### src/logic/serial_channel_pkg.sv
// Shared constants, register layouts and types of the dual-mode serial channel.
package serial_channel_pkg;

	// Register byte offsets.
	localparam logic [3:0] ADDR_DATA = 4'h0;
	localparam logic [3:0] ADDR_MODE = 4'h4;
	localparam logic [3:0] ADDR_CTRL = 4'h8;
	localparam logic [3:0] ADDR_STAT = 4'hc;

	// Frame formats.
	localparam logic [1:0] FMT_SHIFT = 2'h0;
	localparam logic [1:0] FMT_7     = 2'h1;
	localparam logic [1:0] FMT_8     = 2'h2;
	localparam logic [1:0] FMT_9     = 2'h3;

	// UART base clock sources.
	localparam logic [1:0] SRC_BAUD   = 2'h0;
	localparam logic [1:0] SRC_HALF   = 2'h1;
	localparam logic [1:0] SRC_TIMER2 = 2'h2;
	localparam logic [1:0] SRC_EXT    = 2'h3;

	// Bit positions in the control and status registers.
	localparam int CTRL_FE_BIT   = 4;
	localparam int CTRL_PE_BIT   = 5;
	localparam int CTRL_OE_BIT   = 6;
	localparam int CTRL_NINE_BIT = 7;
	localparam int STAT_RXP_BIT  = 0;
	localparam int STAT_TXP_BIT  = 1;
	localparam int STAT_FULL_BIT = 2;

	// Bit timing in base clock ticks, and the last shift I/O bit count.
	localparam logic [3:0] SAMPLE_A  = 4'h6;
	localparam logic [3:0] SAMPLE_B  = 4'h7;
	localparam logic [3:0] SAMPLE_C  = 4'h8;
	localparam logic [3:0] TICK_LAST = 4'hf;
	localparam logic [3:0] SIO_LAST  = 4'h7;

	localparam logic [1:0] RESP_OKAY   = 2'h0;
	localparam logic [1:0] RESP_SLVERR = 2'h2;

	typedef struct packed {
		logic       tx_ninth_bit;
		logic       clear_to_send_gate_enable;
		logic       receive_allow;
		logic       wake_up_filter;
		logic [1:0] frame_format_select;
		logic [1:0] uart_clock_source_select;
	} mode_reg_t;

	typedef struct packed {
		logic parity_enable;
		logic parity_even;
		logic sclk_direction_in;
		logic shift_edge_select;
	} ctrl_reg_t;

	localparam mode_reg_t MODE_RST = 8'h00;
	localparam ctrl_reg_t CTRL_RST = 4'h0;

	typedef enum logic [1:0] {RX_IDLE, RX_START, RX_DATA, RX_STOP} rx_state_t;

endpackage : serial_channel_pkg

### src/logic/dual_mode_serial_channel.sv
// Dual-mode serial channel: UART or clocked shift I/O behind an AXI4-Lite register slave.
//
// The implementer's own choices: the register addresses and register access over AXI4-Lite.
`timescale 1ns/1ps
`default_nettype none

// Behaviour
// Driven shift clock toggles on each baud tick, so it runs at half that rate.
// With clock pin as input, the selected external edge forms the shift clock.
// UART base clock picks baud tick, half system clock, timer 2 or pin.
// Receive counter counts 16 ticks per bit; ticks 7-9 sampled, majority decides.
// A start bit needs two low samples of three, otherwise it is noise.
// Driven clock: sample input and advance output on its rising edge.
// External clock: sample and shift on the edge that shift_edge_select picks.
// Bits collect in a shift register, then move to the read buffer with interrupt.
// Frame arriving while buffer unread sets overrun and is dropped, buffer kept.
// Reading the data buffer clears the receive pending flag.
// rx_ninth_bit holds received parity in 8-bit mode, ninth bit in 9-bit.
// With wake-up filter in 9-bit mode only ninth-bit-one frames interrupt.
// Transmit counter gives one tx_bit_tick every 16 base clock ticks.
// Transmission starts at the tx_bit_tick after a write, with shift pulses.
// Clear-to-send high holds the next frame until a tick after it falls.
// Data leaves LSB first; buffer empties and transmit interrupt fires.
// Parity exists only in 7 and 8 bit modes, even or odd selectable.
// Transmit parity sits in bit 7 slot or ninth bit position.
// Received parity compared against computed parity; mismatch sets parity error.
// Stop bit sampled three times; majority low sets framing error.
// Receive interrupt at last bit centre or stop centre; transmit before stop.
// Shift mode moves 8 bits per write; interrupts after last clock edge.
// Software picks the frame format with frame_format_select.
// Software sets receive_allow before anything is received.
// Software handles the ninth bit before the data buffer.
// UART frames carry one low start bit and one high stop bit.
// Error flags stay set until software clears them.
module dual_mode_serial_channel
	import serial_channel_pkg::*;
#(
	parameter bit HAS_EXT_CLOCK = 1'b1,
	parameter bit HAS_CTS       = 1'b1
) (
	// Clock and reset.
	input  wire logic        aclk,
	input  wire logic        aresetn,
	// AXI4-Lite write channels.
	input  wire logic [3:0]  awaddr,
	input  wire logic [2:0]  awprot,
	input  wire logic        awvalid,
	output logic             awready,
	input  wire logic [31:0] wdata,
	input  wire logic [3:0]  wstrb,
	input  wire logic        wvalid,
	output logic             wready,
	output logic [1:0]       bresp,
	output logic             bvalid,
	input  wire logic        bready,
	// AXI4-Lite read channels.
	input  wire logic [3:0]  araddr,
	input  wire logic [2:0]  arprot,
	input  wire logic        arvalid,
	output logic             arready,
	output logic [31:0]      rdata,
	output logic [1:0]       rresp,
	output logic             rvalid,
	input  wire logic        rready,
	// Clock sources.
	input  wire logic        baud_tick,
	input  wire logic        timer2_match,
	// Serial pins.
	input  wire logic        serial_in_pin,
	output logic             serial_out_pin,
	input  wire logic        shift_clock_in,
	output logic             shift_clock_out,
	output logic             shift_clock_oe,
	input  wire logic        clear_to_send_pin,
	// Events.
	output logic             receive_irq,
	output logic             transmit_irq,
	output logic             tx_bit_tick,
	output logic             tx_shift_pulse
);

	mode_reg_t   mode;
	ctrl_reg_t   ctrl;
	rx_state_t   rx_st;
	logic        aw_hold, w_hold, do_write;
	logic [3:0]  aw_addr;
	logic [7:0]  w_data;
	logic        w_lane;
	logic        wr_data, wr_mode, wr_ctrl, wr_stat, rd_data;
	logic [2:0]  err_clr;
	logic [7:0]  rd_mux;
	logic        rd_ok;
	logic        is_uart, half_phase, sclk_prev, sclk_rise, sclk_fall, base_tick;
	logic [3:0]  frame_bits;
	logic [7:0]  rx_data;
	logic        rx_ninth_bit, rx_pending, tx_pending;
	logic        overrun_flag, parity_error_flag, framing_error_flag;
	logic [3:0]  rx_cnt, rx_idx;
	logic [1:0]  rx_samp;
	logic [8:0]  rx_sh;
	logic        samp_done, vote, rx_last;
	logic        xfer_go, rx_set, wake_block, par_on, parity_error_flag_hit;
	logic [8:0]  xfer_word;
	logic [3:0]  tx_cnt, tx_left;
	logic [7:0]  tx_data;
	logic [10:0] tx_sh;
	logic [8:0]  tx_d9;
	logic        tx_full, cts_hold, tx_load, tx_irq_uart, tx_irq_set;
	logic        sio_act, sio_tx_on, sio_ev, sio_done, sio_start;
	logic [3:0]  sio_cnt;
	logic [7:0]  sio_tx, sio_rx;

	// Register slave.
	assign awready  = !aw_hold && !bvalid;
	assign wready   = !w_hold && !bvalid;
	assign arready  = !rvalid;
	assign do_write = aw_hold && w_hold && !bvalid;
	assign wr_data  = do_write && w_lane && aw_addr == ADDR_DATA;
	assign wr_mode  = do_write && w_lane && aw_addr == ADDR_MODE;
	assign wr_ctrl  = do_write && w_lane && aw_addr == ADDR_CTRL;
	assign wr_stat  = do_write && w_lane && aw_addr == ADDR_STAT;
	assign err_clr  = wr_ctrl ? w_data[CTRL_OE_BIT:CTRL_FE_BIT] : 3'h0;
	assign rd_data  = arvalid && arready && araddr == ADDR_DATA;

	always_ff @(posedge aclk) begin
		if (!aresetn) begin
			aw_hold <= 1'b0;
			w_hold  <= 1'b0;
			aw_addr <= 4'h0;
			w_data  <= 8'h00;
			w_lane  <= 1'b0;
			bvalid  <= 1'b0;
			bresp   <= RESP_OKAY;
		end else begin
			if (awvalid && awready) begin
				aw_hold <= 1'b1;
				aw_addr <= awaddr;
			end
			if (wvalid && wready) begin
				w_hold <= 1'b1;
				w_data <= wdata[7:0];
				w_lane <= wstrb[0];
			end
			if (do_write) begin
				aw_hold <= 1'b0;
				w_hold  <= 1'b0;
				bvalid  <= 1'b1;
				bresp   <= (aw_addr[1:0] == 2'h0) ? RESP_OKAY : RESP_SLVERR;
			end else if (bvalid && bready) begin
				bvalid <= 1'b0;
			end
		end
	end

	always_comb begin
		rd_ok  = 1'b1;
		rd_mux = 8'h00;
		unique case (araddr)
			ADDR_DATA: rd_mux = rx_data;
			ADDR_MODE: rd_mux = mode;
			ADDR_CTRL: rd_mux = {rx_ninth_bit, overrun_flag, parity_error_flag, framing_error_flag, ctrl};
			ADDR_STAT: rd_mux = {5'h00, tx_full, tx_pending, rx_pending};
			default:   rd_ok  = 1'b0;
		endcase
	end

	always_ff @(posedge aclk) begin
		if (!aresetn) begin
			rvalid <= 1'b0;
			rdata  <= 32'h0000_0000;
			rresp  <= RESP_OKAY;
		end else if (arvalid && arready) begin
			rvalid <= 1'b1;
			rdata  <= {24'h00_0000, rd_mux};
			rresp  <= rd_ok ? RESP_OKAY : RESP_SLVERR;
		end else if (rvalid && rready) begin
			rvalid <= 1'b0;
		end
	end

	always_ff @(posedge aclk) begin
		if (!aresetn) begin
			mode <= MODE_RST;
			ctrl <= CTRL_RST;
		end else begin
			if (wr_mode)
				mode <= w_data;
			if (wr_ctrl)
				ctrl <= w_data[3:0];
		end
	end

	// Clock generation.
	assign is_uart   = mode.frame_format_select != FMT_SHIFT;
	assign sclk_rise = shift_clock_in && !sclk_prev;
	assign sclk_fall = !shift_clock_in && sclk_prev;

	always_ff @(posedge aclk) begin
		if (!aresetn) begin
			half_phase <= 1'b0;
			sclk_prev  <= 1'b1;
		end else begin
			half_phase <= !half_phase;
			sclk_prev  <= shift_clock_in;
		end
	end

	always_comb begin
		unique case (mode.uart_clock_source_select)
			SRC_BAUD:   base_tick = baud_tick;
			SRC_HALF:   base_tick = half_phase;
			SRC_TIMER2: base_tick = timer2_match;
			SRC_EXT:    base_tick = HAS_EXT_CLOCK && sclk_rise;
		endcase
	end

	always_comb begin
		unique case (mode.frame_format_select)
			FMT_7:   frame_bits = ctrl.parity_enable ? 4'h8 : 4'h7;
			FMT_8:   frame_bits = ctrl.parity_enable ? 4'h9 : 4'h8;
			FMT_9:   frame_bits = 4'h9;
			default: frame_bits = 4'h8;
		endcase
	end

	// UART receiver.
	assign samp_done = is_uart && base_tick && rx_st != RX_IDLE && rx_cnt == SAMPLE_C;
	assign vote      = (rx_samp[1] & rx_samp[0]) | ((rx_samp[1] | rx_samp[0]) & serial_in_pin);
	assign rx_last   = rx_idx == frame_bits - 4'h1;

	always_ff @(posedge aclk) begin
		if (!aresetn) begin
			rx_st   <= RX_IDLE;
			rx_cnt  <= 4'h0;
			rx_idx  <= 4'h0;
			rx_samp <= 2'h0;
			rx_sh   <= 9'h000;
		end else if (!is_uart) begin
			rx_st  <= RX_IDLE;
			rx_cnt <= 4'h0;
		end else if (base_tick) begin
			rx_cnt <= rx_cnt + 4'h1;
			if (rx_cnt == SAMPLE_A || rx_cnt == SAMPLE_B)
				rx_samp <= {rx_samp[0], serial_in_pin};
			unique case (rx_st)
				RX_IDLE: begin
					rx_idx <= 4'h0;
					if (!serial_in_pin && mode.receive_allow) begin
						rx_st  <= RX_START;
						rx_cnt <= 4'h1;
					end else begin
						rx_cnt <= 4'h0;
					end
				end
				RX_START: begin
					if (samp_done)
						rx_st <= vote ? RX_IDLE : RX_DATA;
				end
				RX_DATA: begin
					if (samp_done) begin
						rx_sh[rx_idx] <= vote;
						rx_idx        <= rx_idx + 4'h1;
						if (rx_last)
							rx_st <= RX_STOP;
					end
				end
				RX_STOP: begin
					if (samp_done)
						rx_st <= RX_IDLE;
				end
			endcase
		end
	end

	// Receive buffer and flags.
	always_comb begin
		xfer_go   = 1'b0;
		xfer_word = rx_sh;
		if (sio_done && mode.receive_allow) begin
			xfer_go   = 1'b1;
			xfer_word = {1'b0, serial_in_pin, sio_rx[7:1]};
		end else if (samp_done && rx_st == RX_DATA && rx_last && frame_bits == 4'h9) begin
			xfer_go   = 1'b1;
			xfer_word = {vote, rx_sh[7:0]};
		end else if (samp_done && rx_st == RX_STOP && frame_bits != 4'h9) begin
			xfer_go = 1'b1;
		end
	end

	assign wake_block = mode.frame_format_select == FMT_9 && mode.wake_up_filter && !xfer_word[8];
	assign rx_set     = xfer_go && !rx_pending && !wake_block;
	assign par_on     = ctrl.parity_enable && (mode.frame_format_select == FMT_7 ||
	                    mode.frame_format_select == FMT_8);
	assign parity_error_flag_hit   = (mode.frame_format_select == FMT_7) ?
	                    (^xfer_word[7:0]) ^ !ctrl.parity_even :
	                    (^xfer_word[8:0]) ^ !ctrl.parity_even;

	always_ff @(posedge aclk) begin
		if (!aresetn) begin
			rx_data      <= 8'h00;
			rx_ninth_bit <= 1'b0;
			receive_irq  <= 1'b0;
		end else begin
			receive_irq <= rx_set;
			if (rx_set) begin
				if (mode.frame_format_select == FMT_7)
					rx_data <= {xfer_word[7] & par_on, xfer_word[6:0]};
				else
					rx_data <= xfer_word[7:0];
				rx_ninth_bit <= (frame_bits == 4'h9) && xfer_word[8];
			end
		end
	end

	always_ff @(posedge aclk) begin
		if (!aresetn) begin
			rx_pending         <= 1'b0;
			overrun_flag       <= 1'b0;
			parity_error_flag  <= 1'b0;
			framing_error_flag <= 1'b0;
		end else begin
			if (rd_data)
				rx_pending <= 1'b0;
			if (rx_set)
				rx_pending <= 1'b1;
			if (err_clr[0])
				framing_error_flag <= 1'b0;
			if (err_clr[1])
				parity_error_flag <= 1'b0;
			if (err_clr[2])
				overrun_flag <= 1'b0;
			if (xfer_go && rx_pending)
				overrun_flag <= 1'b1;
			if (rx_set && par_on && parity_error_flag_hit)
				parity_error_flag <= 1'b1;
			if (samp_done && rx_st == RX_STOP && !vote)
				framing_error_flag <= 1'b1;
		end
	end

	// UART transmitter.
	assign tx_bit_tick = is_uart && base_tick && tx_cnt == TICK_LAST;
	assign cts_hold    = HAS_CTS && mode.clear_to_send_gate_enable && clear_to_send_pin;
	assign tx_load     = tx_bit_tick && tx_left <= 4'h1 && tx_full && !cts_hold;
	assign tx_shift_pulse = tx_bit_tick && tx_left > 4'h1;
	assign tx_irq_uart = tx_bit_tick && tx_left == 4'h2;
	assign tx_irq_set  = tx_irq_uart || (sio_done && sio_tx_on);

	always_comb begin
		unique case (mode.frame_format_select)
			FMT_7:   tx_d9 = {1'b1, ctrl.parity_enable ? (^tx_data[6:0]) ^ !ctrl.parity_even : 1'b1,
			                  tx_data[6:0]};
			FMT_8:   tx_d9 = {ctrl.parity_enable ? (^tx_data) ^ !ctrl.parity_even : 1'b1, tx_data};
			default: tx_d9 = {mode.tx_ninth_bit, tx_data};
		endcase
	end

	always_ff @(posedge aclk) begin
		if (!aresetn) begin
			tx_cnt <= 4'h0;
			tx_left <= 4'h0;
			tx_sh  <= 11'h7ff;
		end else if (!is_uart) begin
			tx_cnt  <= 4'h0;
			tx_left <= 4'h0;
			tx_sh   <= 11'h7ff;
		end else if (base_tick) begin
			tx_cnt <= tx_cnt + 4'h1;
			if (tx_load) begin
				tx_sh   <= {1'b1, tx_d9, 1'b0};
				tx_left <= frame_bits + 4'h2;
			end else if (tx_left > 4'h1 && tx_bit_tick) begin
				tx_sh   <= {1'b1, tx_sh[10:1]};
				tx_left <= tx_left - 4'h1;
			end else if (tx_bit_tick) begin
				tx_left <= 4'h0;
			end
		end
	end

	always_ff @(posedge aclk) begin
		if (!aresetn) begin
			tx_full      <= 1'b0;
			tx_data      <= 8'h00;
			tx_pending   <= 1'b0;
			transmit_irq <= 1'b0;
		end else begin
			transmit_irq <= tx_irq_set;
			if (tx_irq_set)
				tx_full <= 1'b0;
			if (wr_stat && w_data[STAT_TXP_BIT])
				tx_pending <= 1'b0;
			if (tx_irq_set)
				tx_pending <= 1'b1;
			if (wr_data) begin
				tx_full <= 1'b1;
				tx_data <= w_data;
			end
		end
	end

	// Shift I/O engine.
	assign sio_start = !is_uart && !sio_act && (tx_full || (mode.receive_allow && !rx_pending));
	assign sio_done  = sio_ev && sio_cnt == SIO_LAST;
	always_comb begin
		if (!ctrl.sclk_direction_in)
			sio_ev = sio_act && baud_tick && !shift_clock_out;
		else
			sio_ev = sio_act && (ctrl.shift_edge_select ? sclk_fall : sclk_rise);
	end

	always_ff @(posedge aclk) begin
		if (!aresetn) begin
			sio_act         <= 1'b0;
			sio_tx_on       <= 1'b0;
			sio_cnt         <= 4'h0;
			sio_tx          <= 8'hff;
			sio_rx          <= 8'h00;
			shift_clock_out <= 1'b1;
		end else if (is_uart) begin
			sio_act         <= 1'b0;
			shift_clock_out <= 1'b1;
		end else begin
			if (!sio_act)
				shift_clock_out <= 1'b1;
			else if (baud_tick && !ctrl.sclk_direction_in)
				shift_clock_out <= !shift_clock_out;
			if (sio_start) begin
				sio_act   <= 1'b1;
				sio_tx_on <= tx_full;
				sio_tx    <= tx_full ? tx_data : 8'hff;
				sio_cnt   <= 4'h0;
			end else if (sio_ev) begin
				sio_rx  <= {serial_in_pin, sio_rx[7:1]};
				sio_tx  <= {1'b1, sio_tx[7:1]};
				sio_cnt <= sio_cnt + 4'h1;
				if (sio_done)
					sio_act <= 1'b0;
			end
		end
	end

	assign shift_clock_oe = !is_uart && !ctrl.sclk_direction_in;

	always_ff @(posedge aclk) begin
		if (!aresetn)
			serial_out_pin <= 1'b1;
		else
			serial_out_pin <= is_uart ? tx_sh[0] : sio_tx[0];
	end
endmodule : dual_mode_serial_channel

`default_nettype wire

### config.mk
export PLATFORM = sky130hd
export DESIGN_NAME = dual_mode_serial_channel
export DESIGN_NICKNAME = d
export VERILOG_FILES = /design/src/logic/serial_channel_pkg.sv /design/src/logic/dual_mode_serial_channel.sv
export SDC_FILE = /design/constraint.sdc
export NUM_CORES = 1
export LEC_CHECK = 0
export BUFFER_PORTS_ARGS = -buffer_cell sky130_fd_sc_hd__buf_2
export CORE_MARGIN = 2
export CORE_UTILIZATION = 45
export CTS_BUF_LIST = sky130_fd_sc_hd__clkbuf_8
export CTS_CLUSTER_SIZE = 24
export DETAILED_ROUTE_END_ITERATION = 8
export PLACE_DENSITY = 0.66
export SETUP_SLACK_MARGIN = 0.05
export SLEW_MARGIN = 30
export SYNTH_ARGS = -nofsm -noshare
export SYNTH_HDL_FRONTEND = slang
export SYNTH_SLANG_ARGS = --single-unit
### constraint.sdc
create_clock -name aclk -period 5.8 [get_ports aclk]
set_input_delay 0.29 -clock aclk [delete_from_list [all_inputs] [get_ports aclk]]
set_output_delay 0.29 -clock aclk [all_outputs]
set_load 0.01 [all_outputs]
==> results of run 1 <==
[worst max-delay path: stages (launching register included)]
cell	delay [ns]
dfxtp_1	0.46
inv_1	0.11
ha_1	0.26
nand2_1	0.20
ha_1	0.27
xor2_1	0.21
nand4_1	0.13
nor4b_1	0.38
mux2_4	0.37
a311oi_4	0.70
and2_1	0.24
a41o_1	0.16
[worst max path at each step]
stage	to	startpoint	slack (ns)
final	parity_error_flag	mode[3]	2.23
after global routing	parity_error_flag	mode[3]	2.00
after CTS	parity_error_flag	mode[3]	2.23
after detailed placement	parity_error_flag	mode[3]	2.27
after global placement	parity_error_flag	mode[2]	2.31
after floorplan	rx_data[4]	mode[3]	2.84
[cell usage in the layout, fill, tap and decap left out, drive strengths merged, types with 5 or more instances in the layout]
cell type / count
dfxtp: 128
buf: 54
a21oi: 25
nand4: 6
and2: 5
clkbuf: 18
conb: 26
nor3: 6
inv: 17
xnor2: 24
bufinv: 5
a21boi: 17
and3: 10
o211a: 9
nand2b: 9
ha: 18
nor3b: 5
nand2: 100
clkinv: 7
nor2: 47
xor2: 11
o211ai: 9
mux2i: 56
o21ai: 29
a22oi: 9
nand3: 18
nor2b: 62
[registers in the layout, indices dropped and copies added (netlist names), 7 cells and up, named ones only]
name and count:
sio_rx 7, w_data 8, rx_sh 9, tx_data 8, mode 8, rdata 8, rx_data 8, tx_sh 10
sio_tx 8
[power breakdown]
group | switching (µW) | internal (µW)
Combinational | 49.2 | 32.8
Sequential | 10.6 | 890
Clock | 368 | 522
[per-layer routing]
metal	part of all wire [%]	global-route usage, %
met5	0	0
met4	1.1	7.173
met3	4.7	5.357
met2	47	32.59
met1	47	25.75
[logic make-up (layout without fill, tap and decap cells)]
logic type | count (synthesis) | count (layout) | share of synthesized area, %
and+or+nand+nor | 287 | 287 | 22.30
xor gates and xnor gates | 35 | 35 | 4.746
DFF | 128 | 128 | 39.67
AOI/OAI and AO/OA | 118 | 118 | 12.59
adders and majority gates | 19 | 19 | 3.642
muxes | 62 | 62 | 10.54
other | 1 | 26 | 0.05806
buffers and inverters | 81 | 104 | 6.451
[metrics by stage]
| step | utilization, % | area [µm²] |
|---|---|---|
| 5_1_grt | 51.50 | 7176 |
| 3_5_place_dp | 48.15 | 6709 |
| 6_report | 51.50 | 7176 |
| 2_1_floorplan | - | 6553 |
| 4_1_cts | 51.46 | 7171 |
| 3_3_place_gp | 48.15 | 6709 |
[synth_stat cells (all sizes together) (2+ instances only)]
library cell	n	area, µm²
and2	5	31.28
nand4	6	37.54
nand3b	4	30.03
o21ai	29	145.1
buf	36	247.7
a22oi	9	67.56
clkbuf	27	101.4
and3	10	62.56
xor2	11	96.34
a21boi	17	127.6
nand3	18	90.09
nor3b	5	37.54
a21oi	25	125.1
ha	18	225.2
inv	17	63.81
nand2b	9	56.30
nor2	47	176.4
nor3	6	30.03
o21a	4	30.03
nor4b	2	17.52
a211oi	2	15.01
nand4b	4	35.03
a32oi	2	17.52
mux2	2	26.27
mux2i	56	564.3
dfxtp	128	2562
xnor2	24	210.2
o211a	9	90.09
mux4	4	90.09
nand2	100	375.4
nor2b	62	387.9
o211ai	9	67.56
or3	3	18.77
o32ai	2	17.52
[final cells by class]
cell class / instances / area [µm²] / area share [%]
multi-input cells: 547 / 3578 / 49.87
inverters: 18 / 67.56 / 0.9416
well taps: 180 / 225.2 / 3.139
repair buffers: 54 / 280.3 / 3.906
clock buffers: 18 / 247.7 / 3.452
flip-flops and latches: 128 / 2562 / 35.71
clock inverters: 14 / 214.0 / 2.982
==> results by group, run 1 <==
STA
  • Fin. Hold Viols: 0
  • Setup violators final: 0
  • Slew @ Worst Pin: about 0.92 ns
  • Fin. max-slew vios: 0
  • Max Freq: between 0.2 and 0.3 GHz
  • Total Neg Setup Slack: 0 ns
  • Fin Hold WS: 0.07205 ns
  • Crit path time final: 3.566 ns
  • Max_slew headroom: a little under 40%
  • Fin worst setup slack: between 2 and 2.5 ns
  • Period utilization: 61.48%
  • Setup Skew: between 0.01 and 0.015 ns
  • RSZ-0062 raised after global routing: false

Floorplan
  • Starting Density: ~46%
  • Area of the core: between 10000 and 15000 µm²
  • IO Pins: 110
  • Chip height: about 120 µm
  • Die Span X: approximately 120 µm
  • Die footprint: 15330 µm²
  • Row Count: 43

Synthesis
  • Post-synthesis sequential area ratio: 39.67%
  • #FFs+latches synth: between 100 and 150
  • Syn Area/Cell: slightly below 9 µm²
  • Post-synthesis cell type count: 58
  • Ys Warns: 0
  • Ys async rst share: 0%
  • Number of synthesized flops with an enable pin: 0
  • Netlist Area Pre-Place: 6459 µm²
  • Ys flop type: dfxtp_1
  • Post-synthesis cell count: between 700 and 800

Layout
  • Fraction of layout cells with a size suffix above 1: 12.71%
  • Final Non-Filler Cells: approximately 960
  • ANT cells: 0
  • Final #Nets: roughly 850
  • Area growth syn-to-layout: 11.10%
  • Fill cell count: ~1300

Place
  • Detailed Place HPWL: about 10 mm
  • Gp weighted congestion: just over 0.8
  • Port buffer count: 50
  • Post-Place Setup Slack: between 2 and 2.5 ns
  • Placed Cells: 927

Flow run
  • Max-cap violation count: 0

Drt
  • DRT Wirelength: roughly 14 mm
  • Routed length per instance: 14.97 µm
  • Via-to-Cell Ratio: approximately 5.2
  • Via count: approximately 5000
  • Antenna Nets Post-Route: 0
  • DRT Pass-1 Iters: 4
  • Post-route DRC violation count: 0
  • DRT iter0 DRCs: 269

Global routing
  • Congestion Overflow GR: 0
  • Antenna violations before repair: 0
  • Tot GR Track Use: between 20% and 30%
  • Largest net degree at the start of global routing: approximately 110
  • Vias in the first global route: between 4000 and 5000
  • First-pass GRT wire length: ~24 mm

Critical path
  • Worst r2r path cells: 11
  • CP Class: register to register
  • Critical-path maximum fanout: 18
  • FF-to-FF End: parity_error_flag
  • R2r setup slk: roughly 2.2 ns
  • Reg2reg start: mode[3]
  • CP Capture Type: register
  • Crit path DAT: a little under 4 ns
  • CP Data Required Time: around 6.2 ns
  • Crit path launch type: register

Clock tree
  • # clock sinks: approximately 130
  • Setup repair bufs after CTS: 0
  • CTS Buffer Depth: 2
  • Cts repair resizes: 0
  • H-tree Lvls: 4
  • Cts hold-fix bufs: 0
  • CTS tree: done
  • Worst-Skew Late Latency: 0.45 ns
  • Clk slew on worst S/H paths: 0.07 ns
  • Cts bufs inserted: 17
  • CTS root buffer: clkbuf_8

Power and ir drop
  • Leakage: around 0.0030 µW
  • Max VDD drop: around 0.00019 V
  • PwrDens: 260.9 nW/µm²
  • Total power draw: between 1500 and 2000 µW

Run status
  • Outcome: complete, no violations

Hold path
  • Worst hold stages: 2
  • Hold Crit Class: primary input to register
  • Hold endpoint: sclk_prev
  • HP Start: shift_clock_in
Power figures use the tool's default switching activity.
==> inputs of run 2 (changes only) <==
==> constraint.sdc (replaced) <==
create_clock -name aclk -period 3.5 [get_ports aclk]
set_input_delay 0.175 -clock aclk [delete_from_list [all_inputs] [get_ports aclk]]
set_output_delay 0.175 -clock aclk [all_outputs]
set_load 0.01 [all_outputs]
==> run 2 against run 1 <==
  * Wire length rose by 1.5%
  * Largest power group unchanged
  * Clock power grew 39%
  * Utilization is 0.82 points higher
  * Via count up 2.9%
  * Hold slack worse by 0.032 ns
  * Setup slack worse by 2.0 ns
  * Global-route usage grew 0.35 points
  * Non-clock buffer count increased by 20
  * Highest routed layer unchanged
==> results by group, run 2 (synthesized netlist as in run 1, its figures left out) <==
Place
  • Post-Place Setup Slack: 0.2167 ns (was 2.265 ns)
  • Port buffer count: 50 (unchanged)
  • Placement Cell Area: 6739 µm² (was 6709 µm²)
  • Detailed Place HPWL: 10.31 mm (was 10.05 mm)
  • Gp weighted congestion: 0.8220 (was 0.8175)

Run status
  • Outcome: complete, no violations (unchanged)

Drt
  • Antenna Nets Post-Route: 0 (unchanged)
  • Via count: 5146 (was 5003)
  • DRT iter0 DRCs: 224 (was 269)
  • DRT Pass-1 Iters: 4 (unchanged)
  • Post-route DRC violation count: 0 (unchanged)
  • DRT Wirelength: 14.58 mm (was 14.36 mm)
  • Routed length per instance: 14.94 µm (was 14.97 µm)
  • Via-to-Cell Ratio: 5.273 (was 5.217)

Global routing
  • Met2 Usage GRT: 32.49% (was 32.59%)
  • GR peak layer: met2 (unchanged)
  • Met1 Usage GRT: 26.92% (was 25.75%)
  • Largest net degree at the start of global routing: 104 (was 106)
  • Congestion Overflow GR: 0 (unchanged)
  • Antenna violations before repair: 0 (unchanged)
  • Tot GR Track Use: 20.45% (was 20.09%)
  • GR Util met3: 5.037% (was 5.357%)
  • Vias in the first global route: 4890 (was 4782)
  • First-pass GRT wire length: 24.08 mm (was 23.77 mm)

Critical path
  • Crit path launch type: register (unchanged)
  • Crit path DAT: 3.61 ns (was 3.96 ns)
  • Worst path buffer plus inverter count: 2 (was 1)
  • Max stage delay on crit path: 0.45 ns (was 0.70 ns)
  • CP Capture Type: register (unchanged)
  • CP Data Required Time: 3.89 ns (was 6.19 ns)
  • Critical-path maximum fanout: 18 (unchanged)
  • Top Family by Delay on Critical Path: simple AND/OR/NAND/NOR gates (unchanged)
  • Crit-path cells: inv_1, ha_1, nand2_1, ha_1, xor2_1, nand3_1, nor4b_2, mux2_4, a311oi_4, buf_4, and2_1, a41o_1 (was inv_1, ha_1, nand2_1, ha_1, xor2_1, nand4_1, nor4b_1, mux2_4, a311oi_4, and2_1, a41o_1)
  • CP Class: register to register (unchanged)
  • Slowest-stage cell, CP: dfxtp_1 (was a311oi_4)
  • CP dominant cell by count: ha_1 (unchanged)

Hold path
  • Hold Crit Class: primary input to register (unchanged)

Floorplan
  • Chip height: 123.8 µm (unchanged)
  • Area of the core: 13930 µm² (unchanged)
  • IO Pins: 110 (unchanged)
  • Starting Density: 46.35% (unchanged)
  • Row Count: 43 (unchanged)
  • Die footprint: 15330 µm² (unchanged)
  • Die Span X: 123.8 µm (unchanged)

Layout
  • Commonest non-fill, non-tap cell in the layout: dfxtp_1 (unchanged)
  • Final core occ: 52.31% (was 51.50%)
  • Multi-input gate area: 3585 µm² (was 3578 µm²)
  • ANT cells: 0 (unchanged)
  • Top reg by flops: tx_sh (unchanged)
  • Fraction of layout cells with a size suffix above 1: 12.44% (was 12.71%)
  • Area growth syn-to-layout: 12.86% (was 11.10%)
  • Cell area after layout: 7289 µm² (was 7176 µm²)
  • Most frequent cells in the layout: 128 x dfxtp_1, 100 x nand2_1, 62 x nor2b_1 (unchanged)
  • Reg area: 2562 µm² (unchanged)
  • Top Registers: tx_sh (10), rx_sh (9) (unchanged)
  • Final #Nets: 866 (was 846)
  • Fill cell count: 1261 (was 1278)
  • Max reg flops: 10 (unchanged)

Clock tree
  • H-tree Lvls: 4 (unchanged)
  • Worst-Skew Late Latency: 0.45 ns (about the same)
  • CTS tree: done (unchanged)
  • # clock sinks: 128 (unchanged)
  • Setup repair bufs after CTS: 0 (unchanged)
  • Clk slew on worst S/H paths: 0.07 ns (about the same)
  • Cts bufs inserted: 17 (unchanged)
  • CTS root buffer: clkbuf_8 (unchanged)
  • CTS Buffer Depth: 2 (unchanged)

STA
  • Fin. Hold Viols: 0 (unchanged)
  • Fin. max-slew vios: 0 (unchanged)
  • Setup violators final: 0 (unchanged)
  • Fin Hold WS: 0.03997 ns (was 0.07205 ns)
  • RSZ-0062 raised after global routing: false (unchanged)
  • Max Freq: 0.3103 GHz (was 0.2804 GHz)
  • Fin worst setup slack: 0.2776 ns (was 2.234 ns)
  • Slew @ Worst Pin: 0.8677 ns (was 0.9210 ns)
  • Max_slew headroom: 42.15% (was 38.60%)
  • Total Neg Setup Slack: 0 ns (unchanged)
  • Period utilization: 92.07% (was 61.48%)
  • Crit path time final: 3.222 ns (was 3.566 ns)
  • Setup Skew: 0.01129 ns (was 0.01157 ns)

Flow run
  • Max-cap violation count: 0 (unchanged)

Power and ir drop
  • Max VDD drop: 0.0003070 V (was 0.0001912 V)
  • Leakage: 0.003026 µW (was 0.002960 µW)
  • PwrDens: 395.2 nW/µm² (was 260.9 nW/µm²)
-- run 2: cell count changes in the layout (fill, tap and decap cells not counted), sizes merged --
cell,delta
dlygate4sd3,+16
buf,+4
bufinv,-3
clkbuf,+3
clkinv,-3
clkinvlp,-2
inv,+2
-- run 2: report_power, final --
group	internal (µW)	switching [µW]	total [µW]
clock	687	550	1240
combinational	66.4	83.0	149
sequential	1480	18.7	1490
-- run 2: worst paths after layout --
| kind | cells after the start | endpoint | start | slack [ns] |
|---|---|---|---|---|
| hold reg to reg | 1 | half_phase | half_phase | 0.42 |
| hold / removal | 3 | bvalid | bready | 0.04 |
| setup reg to reg | 12 | parity_error_flag | mode[3] | 0.28 |
| setup / recovery | 12 | parity_error_flag | mode[3] | 0.28 |
-- run 2: worst min-delay path, delay by kind of cell --
kind            cells  cell delay (ns)
compound gates      1             0.15
buf+inv             1             0.07
simple gates        1             0.04
-- run 2: repair_timing --
action,in CTS,in global routing
resized for setup,0,1
endpoints found under the setup margin,0,5
hold buffers,16,0
hold endpoints to repair,15,0
-- run 2: per-stage QoR --
| step | total power, µW | std cells |
|---|---|---|
| floorplan | 1638 | 756 |
| global placement | 1657 | 931 |
| detailed placement | 1661 | 931 |
| CTS | 2907 | 976 |
| global route | 3002 | 976 |
| finish | 2881 | 976 |
-- run 2: final cells by class --
class / instances / area share [%]
Inverter: 18 / 0.9269
Clock buffer: 21 / 3.965
Sequential cell: 128 / 35.15
Tap cell: 180 / 3.090
Timing Repair Buffer: 74 / 6.454
Clock inverter: 8 / 1.236
Multi-Input combinational cell: 547 / 49.18
-- run 2: metal layers --
metal	vias up	routed length (µm)
li1	2556	-
met1	2452	6834
met2	121	6885
met3	17	609
met4	0	248
met5	-	0
==> inputs of run 3 (changes only) <==
--- a/config.mk
+++ b/config.mk
@@ -5,7 +5,7 @@
 export SDC_FILE = /design/constraint.sdc
 export NUM_CORES = 1
 export LEC_CHECK = 0
-export BUFFER_PORTS_ARGS = -buffer_cell sky130_fd_sc_hd__buf_2
+export BUFFER_PORTS_ARGS = -buffer_cell sky130_fd_sc_hd__buf_4
 export CORE_MARGIN = 2
 export CORE_UTILIZATION = 45
 export CTS_BUF_LIST = sky130_fd_sc_hd__clkbuf_8
==> run 3 against run 2 <==
  * Register-to-register slack got worse by 0.05 ns
  * Total power increased by 4.4%
  * Via count increased by 1.0%
  * Largest cell class unchanged
  * Flip-flop and latch count unchanged
  * Largest power group unchanged
  * Maximum frequency decreased by 1.4%
  * Critical endpoint is now rx_ninth_bit
==> results by group, run 3 (synthesized netlist as in run 1, its figures left out) <==
Run status
  • Outcome: complete, no violations (unchanged)

Global routing
  • Antenna violations before repair: 0 (unchanged)
  • Tot GR Track Use: 20.61% (was 20.45%)
  • Vias in the first global route: 4920 (was 4890)
  • Largest net degree at the start of global routing: 56 (was 104)
  • Congestion Overflow GR: 0 (unchanged)
  • First-pass GRT wire length: 24.29 mm (was 24.08 mm)

Critical path
  • CP Data Required Time: 3.84 ns (was 3.89 ns)
  • Crit path from: mode[3] (unchanged)
  • Crit path DAT: 3.61 ns (about the same)
  • CP dominant cell by count: ha_1 (unchanged)
  • Crit-path cells: inv_1, ha_1, nand2_1, ha_1, xor2_1, nand4_1, nor4b_2, mux2_4, a311oi_4, buf_4, nor2b_1, o21a_1 (was inv_1, ha_1, nand2_1, ha_1, xor2_1, nand3_1, nor4b_2, mux2_4, a311oi_4, buf_4, and2_1, a41o_1)
  • Max stage delay on crit path: 0.44 ns (was 0.45 ns)
  • CP Capture Type: register (unchanged)
  • CP Class: register to register (unchanged)
  • Critical-path maximum fanout: 15 (was 18)
  • Reg2reg start: mode[3] (unchanged)
  • Slowest-stage cell, CP: dfxtp_1 (unchanged)
  • Crit path launch type: register (unchanged)

Clock tree
  • # clock sinks: 128 (unchanged)
  • Cts bufs inserted: 17 (unchanged)
  • Setup repair bufs after CTS: 0 (unchanged)
  • CTS tree: done (unchanged)
  • Worst-Skew Late Latency: 0.45 ns (about the same)
  • H-tree Lvls: 4 (unchanged)
  • CTS Buffer Depth: 2 (unchanged)
  • CTS root buffer: clkbuf_8 (unchanged)
  • Clk slew on worst S/H paths: 0.07 ns (about the same)

Floorplan
  • Area of the core: 13930 µm² (unchanged)
  • Chip height: 123.8 µm (unchanged)
  • Die footprint: 15330 µm² (unchanged)
  • Starting Density: 46.35% (unchanged)
  • Row Count: 43 (unchanged)
  • Die Span X: 123.8 µm (unchanged)
  • IO Pins: 110 (unchanged)

STA
  • Fin. Hold Viols: 0 (unchanged)
  • Setup Skew: 0.01200 ns (was 0.01129 ns)
  • Fin. max-slew vios: 0 (unchanged)
  • Max_slew headroom: 47.44% (was 42.15%)
  • Total Neg Setup Slack: 0 ns (unchanged)
  • Max Freq: 0.3060 GHz (was 0.3103 GHz)
  • Slew @ Worst Pin: 0.7866 ns (was 0.8677 ns)
  • Fin Hold WS: 0.02846 ns (was 0.03997 ns)
  • Period utilization: 93.38% (was 92.07%)
  • Setup violators final: 0 (unchanged)
  • RSZ-0062 raised after global routing: false (unchanged)
  • Crit path time final: 3.268 ns (was 3.222 ns)

Hold path
  • Hold Crit Class: primary input to register (unchanged)
  • HP Start: araddr[0] (was bready)

Layout
  • Top reg by flops: tx_sh (unchanged)
  • Multi-input gate area: 3585 µm² (unchanged)
  • Reg area: 2562 µm² (unchanged)
  • Area growth syn-to-layout: 15.71% (was 12.86%)
  • Fraction of layout cells with a size suffix above 1: 13.00% (was 12.44%)
  • Fill cell count: 1265 (was 1261)
  • Commonest non-fill, non-tap cell in the layout: dfxtp_1 (unchanged)
  • Cell area after layout: 7473 µm² (was 7289 µm²)
  • Max reg flops: 10 (unchanged)
  • Final #Nets: 868 (was 866)
  • Most frequent cells in the layout: 128 x dfxtp_1, 100 x nand2_1, 62 x nor2b_1 (unchanged)
  • ANT cells: 0 (unchanged)
  • Top Registers: tx_sh (10), rx_sh (9) (unchanged)

Drt
  • Met2 wire length: 7.033 mm (was 6.885 mm)
  • Top layer in use: met4 (unchanged)
  • Via-to-Cell Ratio: 5.304 (was 5.273)
  • DRT Wirelength: 14.90 mm (was 14.58 mm)
  • Post-route DRC violation count: 0 (unchanged)
  • Metal-1 WL: 6.835 mm (was 6.834 mm)
  • DRT iter0 DRCs: 257 (was 224)
  • Antenna Nets Post-Route: 0 (unchanged)
  • Routed length per instance: 15.21 µm (was 14.94 µm)
  • Met3 WL post-DR: 789 µm (was 609 µm)
  • DRT Pass-1 Iters: 5 (was 4)
  • Via count: 5198 (was 5146)

Place
  • Gp weighted congestion: 0.8236 (was 0.8220)
  • Detailed Place HPWL: 10.46 mm (was 10.31 mm)
  • Placement Cell Area: 6872 µm² (was 6739 µm²)
  • Port buffer count: 50 (unchanged)

Power and ir drop
  • PwrDens: 402.4 nW/µm² (was 395.2 nW/µm²)
  • Leakage: 0.003074 µW (was 0.003026 µW)
  • Max VDD drop: 0.0002777 V (was 0.0003070 V)

Flow run
  • Max-cap violation count: 0 (unchanged)
run 3: final timing paths:
check / endpoint / slack (ns) / cells after the start
max reg2reg: rx_ninth_bit / 0.23 / 12
min reg2reg: half_phase / 0.42 / 1
min: rresp[1] / 0.03 / 3
max: rx_ninth_bit / 0.23 / 12
run 3: cell type report:
class	count	share of cell area [%]
timing repair buffer	76	8.204
tap	180	3.014
inverter	18	0.9041
multi-input combinational	547	47.97
clock inverter	12	2.126
clock buffer	19	3.499
sequential	128	34.29
run 3: repair_timing:
| item | CTS | global route |
|---|---|---|
| endpoints found under the setup margin | 0 | 8 |
| hold endpoints to repair | 16 | 0 |
| hold buffers | 17 | 0 |
| gates resized for setup | 0 | 1 |
run 3: metrics by stage:
step | setup slack (ns) | power (µW) | util [%] | instances
2_1_floorplan | 0.5427 | 1638 | - | 756
3_3_place_gp | 0.3035 | 1670 | 49.31 | 932
3_5_place_dp | 0.2022 | 1674 | 49.31 | 932
4_1_cts | 0.1725 | 3034 | 53.55 | 980
5_1_grt | 0.01102 | 3126 | 53.63 | 980
6_report | 0.2318 | 3007 | 53.63 | 980
run 3: power breakdown:
part / internal [µW] / switching (µW)
clock: 741 / 610
combinational: 78.9 / 85.1
sequential: 1470 / 18.5
run 3: critical path, delay by kind of cell (launching register included):
family                   cells  cell delay [ns]
AND/OR/NAND/NOR              4             0.67
AO/OA/AOI/OAI                2             0.57
adder cells (fa/ha/maj)      2             0.52
flip-flops                   1             0.44
buffers and inverters        2             0.36
multiplexers                 1             0.36
XOR/XNOR                     1             0.23
run 3: routing by layer:
metal | global-route usage (%) | vias up
li1 | - | 2559
met1 | 26.38 | 2463
met3 | 5.266 | 22
met5 | 0 | -
met2 | 33.52 | 154
met4 | 7.599 | 0
